$ cat src/rtl/ulm_defs.vh
// register offsets, field positions and reset values of the line-mode block
`ifndef ULM_DEFS_VH
`define ULM_DEFS_VH

`define ULM_OFS_CR      8'h00
`define ULM_OFS_MR      8'h04
`define ULM_OFS_IER     8'h08
`define ULM_OFS_IDR     8'h0C
`define ULM_OFS_IMR     8'h10
`define ULM_OFS_CSR     8'h14
`define ULM_OFS_RHR     8'h18
`define ULM_OFS_THR     8'h1C
`define ULM_OFS_BRGR    8'h20
`define ULM_OFS_RTOR    8'h24
`define ULM_OFS_TTGR    8'h28
`define ULM_OFS_FIDI    8'h40
`define ULM_OFS_NER     8'h44
`define ULM_OFS_IF      8'h4C
`define ULM_OFS_MAN     8'h50

`define ULM_CR_DTR_ON   16
`define ULM_CR_DTR_OFF  17
`define ULM_CR_RTS_ON   18
`define ULM_CR_RTS_OFF  19

`define ULM_MR_MODE_LO  0
`define ULM_MR_CHM_LO   14
`define ULM_MODE_RS485  4'h1
`define ULM_MODE_MODEM  4'h3
`define ULM_MODE_IRDA   4'h8
`define ULM_CHM_NORMAL  2'h0
`define ULM_CHM_ECHO    2'h1
`define ULM_CHM_LOCAL   2'h2
`define ULM_CHM_REMOTE  2'h3

`define ULM_CSR_TX_IDLE 9
`define ULM_CSR_CHG_LO  16
`define ULM_CSR_LVL_LO  20

`define ULM_RST_ZERO    32'h00000000
`define ULM_RST_FIDI    32'h00000174
`define ULM_RST_IF      8'h00
`define ULM_BIT_SHIFT   4

`endif

$ cat src/rtl/ulm_line_modes.v
// serial line modes: infrared filter, rs485, modem lines, channel routing
`timescale 1ns/1ps
`include "ulm_defs.vh"

// Summary of operation
// - infrared filter holds an 8-bit down counter loaded from filter value
// - falling edge on receive pin starts counter, one step per clock
// - rising edge stops the counter and reloads the filter value
// - counter at zero before rising edge drives receiver low one bit
// - mode code 0x1 selects rs485, other settings unchanged
// - in rs485 rts is the inverse of transmitter empty
// - in rs485 rts stays high through a programmed timeguard
// - mode code 0x3 selects modem mode, driving dtr and rts
// - disable command drives pin high, enable command drives pin low
// - modem mode flags each ri, dsr, dcd, cts level change
// - reading channel status clears the four change flags
// - cts high disables transmitter after the current character
// - normal routing: rxd to receiver, transmitter to txd
// - echo routing: rxd copied to txd, receiver still active
// - local loopback: transmitter to receiver, txd held high
// - remote loopback: rxd straight to txd, tx and rx disabled
// - channel mode 00 normal, 01 echo, 10 local, 11 remote
// - mode code 0x8 selects infrared demodulation, transmit path not modulated
module ulm_line_modes (
   input  wire        clk_sys,
   input  wire        nrst,
   input  wire [7:0]  avs_address,
   input  wire        avs_read,
   input  wire        avs_write,
   input  wire [31:0] avs_writedata,
   output wire [31:0] avs_readdata,
   output wire        avs_waitrequest,
   input  wire        rxd_pin,
   output wire        txd_pin,
   output wire        rts_pin,
   output wire        dtr_pin,
   input  wire        cts_pin,
   input  wire        dsr_pin,
   input  wire        dcd_pin,
   input  wire        ri_pin,
   input  wire        tx_bit,
   input  wire        tx_empty,
   input  wire        tx_shifting,
   input  wire        tg_active,
   input  wire [8:0]  rx_hold_data,
   input  wire [7:0]  err_count,
   output wire        rx_in,
   output wire        tx_allow,
   output wire        txrx_off,
   output wire [15:0] cmd_pulse,
   output wire        thr_wr,
   output wire [8:0]  thr_data,
   output wire [31:0] mode_cfg,
   output wire [31:0] baud_cfg,
   output wire [31:0] rto_cfg,
   output wire [31:0] tg_cfg,
   output wire [31:0] fidi_cfg,
   output wire [31:0] man_cfg,
   output wire        irq
);

   // ************************************************************
   // bus slave
   // ************************************************************
   reg         ack_ff;
   reg  [31:0] rdata_ff;
   reg  [31:0] nxt_rdata;
   wire        req;
   wire        wr_go;
   wire        rd_go;

   assign req             = avs_read | avs_write;
   assign avs_waitrequest = req & ~ack_ff;
   assign avs_readdata    = rdata_ff;
   assign wr_go           = avs_write & ack_ff;
   assign rd_go           = avs_read & ack_ff;

   always @(posedge clk_sys or negedge nrst) begin
      if (!nrst) begin
         ack_ff   <= 1'b0;
         rdata_ff <= `ULM_RST_ZERO;
      end else begin
         ack_ff   <= req & ~ack_ff;
         rdata_ff <= nxt_rdata;
      end
   end

   // ************************************************************
   // configuration registers
   // ************************************************************
   reg  [31:0] mr_ff;
   reg  [31:0] brgr_ff;
   reg  [31:0] rtor_ff;
   reg  [31:0] ttgr_ff;
   reg  [31:0] fidi_ff;
   reg  [31:0] man_ff;
   reg  [7:0]  if_ff;
   reg  [3:0]  imr_ff;
   reg  [15:0] cmd_ff;
   reg         thr_wr_ff;
   reg  [8:0]  thr_ff;
   wire        wr_cr;
   wire [3:0]  mode;
   wire [1:0]  chm;
   wire        is_rs485;
   wire        is_modem;
   wire        is_irda;

   assign wr_cr = wr_go & (avs_address == `ULM_OFS_CR);
   assign mode  = mr_ff[`ULM_MR_MODE_LO +: 4];
   assign chm   = mr_ff[`ULM_MR_CHM_LO +: 2];

   assign is_rs485 = (mode == `ULM_MODE_RS485);
   assign is_modem = (mode == `ULM_MODE_MODEM);
   assign is_irda  = (mode == `ULM_MODE_IRDA);

   always @(posedge clk_sys or negedge nrst) begin
      if (!nrst) begin
         mr_ff     <= `ULM_RST_ZERO;
         brgr_ff   <= `ULM_RST_ZERO;
         rtor_ff   <= `ULM_RST_ZERO;
         ttgr_ff   <= `ULM_RST_ZERO;
         fidi_ff   <= `ULM_RST_FIDI;
         man_ff    <= `ULM_RST_ZERO;
         if_ff     <= `ULM_RST_IF;
         imr_ff    <= 4'h0;
         cmd_ff    <= 16'h0000;
         thr_wr_ff <= 1'b0;
         thr_ff    <= 9'h000;
      end else begin
         cmd_ff    <= wr_cr ? avs_writedata[15:0] : 16'h0000;
         thr_wr_ff <= wr_go & (avs_address == `ULM_OFS_THR);
         if (wr_go) begin
            case (avs_address)
               `ULM_OFS_MR:   mr_ff   <= avs_writedata;
               `ULM_OFS_BRGR: brgr_ff <= avs_writedata;
               `ULM_OFS_RTOR: rtor_ff <= avs_writedata;
               `ULM_OFS_TTGR: ttgr_ff <= avs_writedata;
               `ULM_OFS_FIDI: fidi_ff <= avs_writedata;
               `ULM_OFS_MAN:  man_ff  <= avs_writedata;
               `ULM_OFS_IF:   if_ff   <= avs_writedata[7:0];
               `ULM_OFS_THR:  thr_ff  <= avs_writedata[8:0];
               `ULM_OFS_IER: begin
                  imr_ff <= imr_ff | avs_writedata[19:16];
               end
               `ULM_OFS_IDR: begin
                  imr_ff <= imr_ff & ~avs_writedata[19:16];
               end
               default: begin
                  imr_ff <= imr_ff;
               end
            endcase
         end
      end
   end

   assign cmd_pulse = cmd_ff;
   assign thr_wr    = thr_wr_ff;
   assign thr_data  = thr_ff;
   assign mode_cfg  = mr_ff;
   assign baud_cfg  = brgr_ff;
   assign rto_cfg   = rtor_ff;
   assign tg_cfg    = ttgr_ff;
   assign fidi_cfg  = fidi_ff;
   assign man_cfg   = man_ff;

   // ************************************************************
   // modem outputs
   // ************************************************************
   reg  rts_ctl_ff;
   reg  dtr_ff;
   reg  rts_out_ff;
   reg  nxt_rts_ctl;
   reg  nxt_dtr;

   always @* begin
      nxt_rts_ctl = rts_ctl_ff;
      nxt_dtr     = dtr_ff;
      if (wr_cr) begin
         if (avs_writedata[`ULM_CR_RTS_ON])
            nxt_rts_ctl = 1'b0;
         if (avs_writedata[`ULM_CR_DTR_ON])
            nxt_dtr = 1'b0;
         if (avs_writedata[`ULM_CR_RTS_OFF])
            nxt_rts_ctl = 1'b1;
         if (avs_writedata[`ULM_CR_DTR_OFF])
            nxt_dtr = 1'b1;
      end
   end

   always @(posedge clk_sys or negedge nrst) begin
      if (!nrst) begin
         rts_ctl_ff <= 1'b1;
         dtr_ff     <= 1'b1;
         rts_out_ff <= 1'b1;
      end else begin
         rts_ctl_ff <= nxt_rts_ctl;
         dtr_ff     <= nxt_dtr;
         if (is_rs485)
            rts_out_ff <= ~tx_empty | tg_active;
         else
            rts_out_ff <= nxt_rts_ctl;
      end
   end

   assign rts_pin = rts_out_ff;
   assign dtr_pin = dtr_ff;

   // ************************************************************
   // input change detection and status
   // ************************************************************
   reg  [3:0] lvl_ff;
   reg  [3:0] chg_ff;
   reg  [3:0] nxt_chg;
   wire [3:0] lvl_now;
   wire [3:0] chg_evt;
   wire       rd_csr;

   assign lvl_now = {cts_pin, dcd_pin, dsr_pin, ri_pin};
   assign rd_csr  = rd_go & (avs_address == `ULM_OFS_CSR);
   assign chg_evt = is_modem ? (lvl_now ^ lvl_ff) : 4'h0;

   genvar gi;
   generate
      for (gi = 0; gi < 4; gi = gi + 1) begin : g_chg
         always @* begin
            nxt_chg[gi] = rd_csr ? 1'b0 : chg_ff[gi];
            if (chg_evt[gi])
               nxt_chg[gi] = 1'b1;
         end
      end
   endgenerate

   always @(posedge clk_sys or negedge nrst) begin
      if (!nrst) begin
         lvl_ff <= 4'hF;
         chg_ff <= 4'h0;
      end else begin
         lvl_ff <= lvl_now;
         chg_ff <= nxt_chg;
      end
   end

   assign irq = |(chg_ff & imr_ff);

   // ************************************************************
   // clear-to-send transmit gate
   // ************************************************************
   reg tx_allow_ff;

   always @(posedge clk_sys or negedge nrst) begin
      if (!nrst) begin
         tx_allow_ff <= 1'b1;
      end else begin
         if (!is_modem || !cts_pin)
            tx_allow_ff <= 1'b1;
         else if (!tx_shifting)
            tx_allow_ff <= 1'b0;
      end
   end

   assign tx_allow = tx_allow_ff & (chm != `ULM_CHM_REMOTE);

   // ************************************************************
   // infrared receive filter
   // ************************************************************
   reg  [7:0]  flt_cnt_ff;
   reg         flt_run_ff;
   reg         rxd_prev_ff;
   reg  [19:0] low_cnt_ff;
   wire        rx_fall;
   wire        rx_rise;
   wire [19:0] bit_len;

   assign rx_fall = rxd_prev_ff & ~rxd_pin;
   assign rx_rise = ~rxd_prev_ff & rxd_pin;
   assign bit_len = {brgr_ff[15:0], 4'h0};

   always @(posedge clk_sys or negedge nrst) begin
      if (!nrst) begin
         flt_cnt_ff  <= `ULM_RST_IF;
         flt_run_ff  <= 1'b0;
         rxd_prev_ff <= 1'b1;
         low_cnt_ff  <= 20'h00000;
      end else begin
         rxd_prev_ff <= rxd_pin;
         if (low_cnt_ff != 20'h00000)
            low_cnt_ff <= low_cnt_ff - 20'h00001;
         if (!is_irda || rx_rise) begin
            flt_run_ff <= 1'b0;
            flt_cnt_ff <= if_ff;
         end else if (flt_run_ff && flt_cnt_ff == 8'h00) begin
            flt_run_ff <= 1'b0;
            flt_cnt_ff <= if_ff;
            low_cnt_ff <= (bit_len == 20'h00000) ? 20'h00001 : bit_len;
         end else if (flt_run_ff) begin
            flt_cnt_ff <= flt_cnt_ff - 8'h01;
         end else begin
            // idle counter loaded, fall starts it
            flt_cnt_ff <= if_ff;
            flt_run_ff <= rx_fall;
         end
      end
   end

   // ************************************************************
   // channel routing
   // ************************************************************
   reg  txd_ff;
   reg  rx_in_ff;
   wire rx_src;

   assign rx_src = is_irda ? (low_cnt_ff == 20'h00000) : rxd_pin;

   always @(posedge clk_sys or negedge nrst) begin
      if (!nrst) begin
         txd_ff   <= 1'b1;
         rx_in_ff <= 1'b1;
      end else begin
         case (chm)
            `ULM_CHM_NORMAL: begin
               txd_ff   <= tx_bit;
               rx_in_ff <= rx_src;
            end
            `ULM_CHM_ECHO: begin
               txd_ff   <= rxd_pin;
               rx_in_ff <= rx_src;
            end
            `ULM_CHM_LOCAL: begin
               txd_ff   <= 1'b1;
               rx_in_ff <= tx_bit;
            end
            default: begin
               txd_ff   <= rxd_pin;
               rx_in_ff <= 1'b1;
            end
         endcase
      end
   end

   assign txd_pin  = txd_ff;
   assign rx_in    = rx_in_ff;
   assign txrx_off = (chm == `ULM_CHM_REMOTE);

   // ************************************************************
   // read multiplexer
   // ************************************************************
   always @* begin
      nxt_rdata = `ULM_RST_ZERO;
      if (avs_read && !ack_ff) begin
         case (avs_address)
            `ULM_OFS_MR:   nxt_rdata = mr_ff;
            `ULM_OFS_IMR:  nxt_rdata = {12'h000, imr_ff, 16'h0000};
            `ULM_OFS_CSR: begin
               nxt_rdata[`ULM_CSR_CHG_LO +: 4] = nxt_chg;
               nxt_rdata[`ULM_CSR_LVL_LO +: 4] = lvl_ff;
               nxt_rdata[`ULM_CSR_TX_IDLE]     = tx_empty;
            end
            `ULM_OFS_RHR:  nxt_rdata = {23'h000000, rx_hold_data};
            `ULM_OFS_BRGR: nxt_rdata = brgr_ff;
            `ULM_OFS_RTOR: nxt_rdata = rtor_ff;
            `ULM_OFS_TTGR: nxt_rdata = ttgr_ff;
            `ULM_OFS_FIDI: nxt_rdata = fidi_ff;
            `ULM_OFS_NER:  nxt_rdata = {24'h000000, err_count};
            `ULM_OFS_IF:   nxt_rdata = {24'h000000, if_ff};
            `ULM_OFS_MAN:  nxt_rdata = man_ff;
            default:       nxt_rdata = `ULM_RST_ZERO;
         endcase
      end else begin
         nxt_rdata = rdata_ff;
      end
   end

endmodule // ulm_line_modes

$ cat config.mk
export PLATFORM = sky130hd
export DESIGN_NAME = ulm_line_modes
export DESIGN_NICKNAME = d
export VERILOG_FILES = /design/src/rtl/ulm_line_modes.v
export VERILOG_INCLUDE_DIRS = /design/src /design/src/rtl
export SDC_FILE = /design/constraint.sdc
export NUM_CORES = 1
export LEC_CHECK = 0
export BUFFER_PORTS_ARGS = -buffer_cell sky130_fd_sc_hd__buf_2
export CELL_PAD_IN_SITES_DETAIL_PLACEMENT = 2
export CELL_PAD_IN_SITES_GLOBAL_PLACEMENT = 2
export CORE_AREA = 2 2 244 186
export DETAILED_ROUTE_END_ITERATION = 10
export DIE_AREA = 0 0 246 188
export GPL_TIMING_DRIVEN = 0
export MAX_ROUTING_LAYER = met4
export PLACE_DENSITY_LB_ADDON = 0.1
export SYNTH_ARGS = -nofsm -noshare
export SYNTH_HDL_FRONTEND = slang
export SYNTH_SLANG_ARGS = --single-unit
$ cat constraint.sdc
create_clock -name clk_sys -period 2.35 [get_ports clk_sys]
set_input_delay 0.47 -clock clk_sys [delete_from_list [all_inputs] [get_ports clk_sys]]
set_output_delay 0.47 -clock clk_sys [all_outputs]
set_load 0.02 [all_outputs]
==> impl_results.md <==
- Status: finished with violations
- Failing checks: negative setup slack
- Met3 WL post-DR: 3.27 mm
- Initial core utilization: 31.6%
- Max layer used: met4
- Minimum clock period: 2.40 ns
- Die X-Extent: 246 µm
- Final setup vio count: 4
- DP HPWL: 44.6 mm
- DRC errors left: 0
- RePlAce Congestion: 0.803
- Top FF cell, synth: dfrtp_1
- Synthesis-stage register bit count: 307
- Crit path capture type: flop
- Synth Instances: 1151
- Via density per instance: between 5 and 6
- Synth Warn #: 0
- Async S/R FF share, synth: 100%
- Total grt overflow: 0
- Critical path startpoint category: flop
- Worst VDD drop: between 0.4 and 0.5 mV
- Power per cell area: 724 nW/µm²
- DR pass1 iterations: 5
- CTS root buf: clkbuf_16
- Sequential-to-total area share from yosys stat: 55.3%
- Max-slew violations: 0
- Slew margin rel.: 26.7%
- Fill count: 4557
- Clk_skew: about 0.022 ns
- CTS tree: built
- Nets: 1613
- Area grow syn2layout: 30.1%
- Share of layout cells above drive strength 1: 48.3%
- P_leak: 9.20 nW
- Post-synth EDFFs: 0
- Final WS setup: -0.0488 ns
- Finished Cell Area: roughly 18000 µm²
- Syn Nets: around 1200
- CTS Buffer Depth: 3
- I/O pins: roughly 330
- Num rows: 67
- DIE AREA: 46200 µm²
- Via count: 11600
- Synthesized cell area: 13900 µm²
- Die Y: about 190 µm
- Setup_tns: -0.0994 ns
- Antenna Violating Nets Remaining: 0
- Worst path arrival time: 2.87 ns
- Worst Path Class, Setup: reg -> reg
- Inserted Diodes: 0
- Vias in the first global route: 12600
- Largest net degree at the start of global routing: 117
- Gr usage total: 27.1%
- Footprint of the multi-input gates: 6060 µm²
- Metal2 WL: 28.1 mm
- CTS buffer count: 37
- Worst min path class: in -> reg
- First-pass GRT wire length: about 89 mm
- WL final: 61.2 mm
- Syn avg cell area: 12.1 µm²
- CP max FO: 6
- Port bufs: 327
- Initial drt markers: between 700 and 800
- Reg area: between 7000 and 8000 µm²
- Final Hold Violating Endpoints: 0
- Clk_lat worst skew: 0.55 ns
- Metal-1 WL: around 28 mm
- Routed WL per cell: 28.4 µm
- Clock Sink Count: about 300
- Fmax: 0.417 GHz
- Max Cap Viol: 0
- Initial antenna violation count: 0
- Measured slew at the worst slew-check pin: ~1.1 ns
- DP Area: 16400 µm²
- Core Area: between 40000 and 50000 µm²
- CTS clk-pin slew, worst paths: 0.06 ns
- Critical path data required time: 2.82 ns
- Synth unique cells: 69
- RSZ-0062 raised after global routing: true
- H-tree depth: 2
- Period utilization: 102%
[state kept, by name, indices dropped and copies added, names as in the netlist, 16 cells and up, named ones only]
name and cells:
low_cnt_ff 20, baud_cfg 32, rto_cfg 32, tg_cfg 32
mode_cfg 32, fidi_cfg 32, avs_readdata 32, cmd_pulse 16
man_cfg 32
[area by class of cell]
type                       count  area share [%]
sequential                   307            42.6
multi-input combinational    765            33.5
timing repair buffer         353            10.6
clock buffer                  52            6.09
tap                          586            4.05
buffer                        68            2.20
clock inverter                15           0.788
inverter                       8           0.166
[worst max-delay path, stage by stage, from the launching register on]
cell	delay, ns
dfrtp_2	0.44
or4_4	0.55
nand4bb_1	0.21
buf_6	0.15
or4b_4	0.53
buf_12	0.17
a211oi_2	0.17
a31o_1	0.12
[path summary, 6_finish.rpt]
kind	from	end	slack, ns	cells past startpoint
setup / recovery	low_cnt_ff[3]	low_cnt_ff[3]	-0.05	7
hold / removal	dsr_pin	lvl_ff[1]	0.06	1
setup reg to reg	low_cnt_ff[3]	low_cnt_ff[3]	-0.05	7
hold reg to reg	thr_data[4]	thr_data[4]	0.46	2
max in group asynchronous	nrst	tg_cfg[26]	0.70	3
min in group asynchronous	nrst	thr_wr	0.50	2
[synthesized netlist by cell type (6+ instances only)]
cell type	instances	area, µm²
nor4_1	11	68.8
dfstp_2	16	420
and2_1	20	125
inv_1	8	30.0
nand3_1	18	90.1
nor2b_1	11	68.8
and3_1	6	37.5
a22o_1	20	175
dfrtp_1	291	7280
a21oi_1	23	115
nand2_1	108	405
buf_2	13	65.1
mux2_2	221	2490
buf_1	13	48.8
o22ai_1	24	150
nor2_1	39	146
nor3_1	13	65.1
xnor2_1	10	87.6
a32oi_1	9	78.8
o21ai_0	53	265
buf_4	7	52.6
clkbuf_1	36	135
xor2_1	10	87.6
a22oi_1	70	526
nand4_1	7	43.8
[per-layer routing]
metal  track usage, %  up-vias
li1                 -     5034
met1             37.3     6168
met5                -        -
met2             40.9      301
met3             5.37       97
met4             7.13        0
[logic make-up after synthesis]
| group | count (synthesis) | synth area share, % |
|---|---|---|
| xor gates and xnor gates | 20 | 1.26 |
| adders and majority gates | 3 | 0.270 |
| muxes | 225 | 18.2 |
| DFF | 307 | 55.3 |
| and+or+nand+nor | 279 | 10.6 |
| AOI/OAI and AO/OA | 238 | 11.8 |
| buffers and inverters | 79 | 2.54 |
[per-stage QoR]
step	instances	setup slack [ns]	hold WS [ns]	power (W)	util (%)
2_1_floorplan	1151	0.00972	0.174	0.00648	-
3_3_place_gp	2064	-6.15	0.449	0.00713	37.0
3_5_place_dp	2066	-1.45	0.451	0.00719	37.2
4_1_cts	2144	-0.0725	0.0375	0.0132	40.7
5_1_grt	2154	-0.109	0.0458	0.0136	41.1
6_report	2154	-0.0488	0.0561	0.0131	41.1
[cells in the final DEF (no fill, tap or decap), types with 20 or more instances in the layout]
cell         n
a22o_1      20
a21oi_1     22
buf_2      342
clkbuf_2    28
dfrtp_1    287
o22ai_1     24
nand2_1    108
mux2_2     221
clkbuf_16   38
and2_1      20
o21ai_0     50
nor2_1      36
buf_4       30
a22oi_1     70
[report_power, final]
part	switching [W]	internal, W
combinational	0.000890	0.000502
sequential	0.000258	0.00552
clock	0.00242	0.00351
[timing repair]
action | 4_1_cts | 5_1_grt
gates cloned | 0 | 1
pin swaps | 6 | 8
hold endpoints to repair | 73 | 0
endpoints found under the setup margin | 286 | 75
resized for setup | 70 | 53
hold buffers | 1 | 0
setup buffers | 13 | 9
No activity file was read; power rests on OpenSTA's default activity.
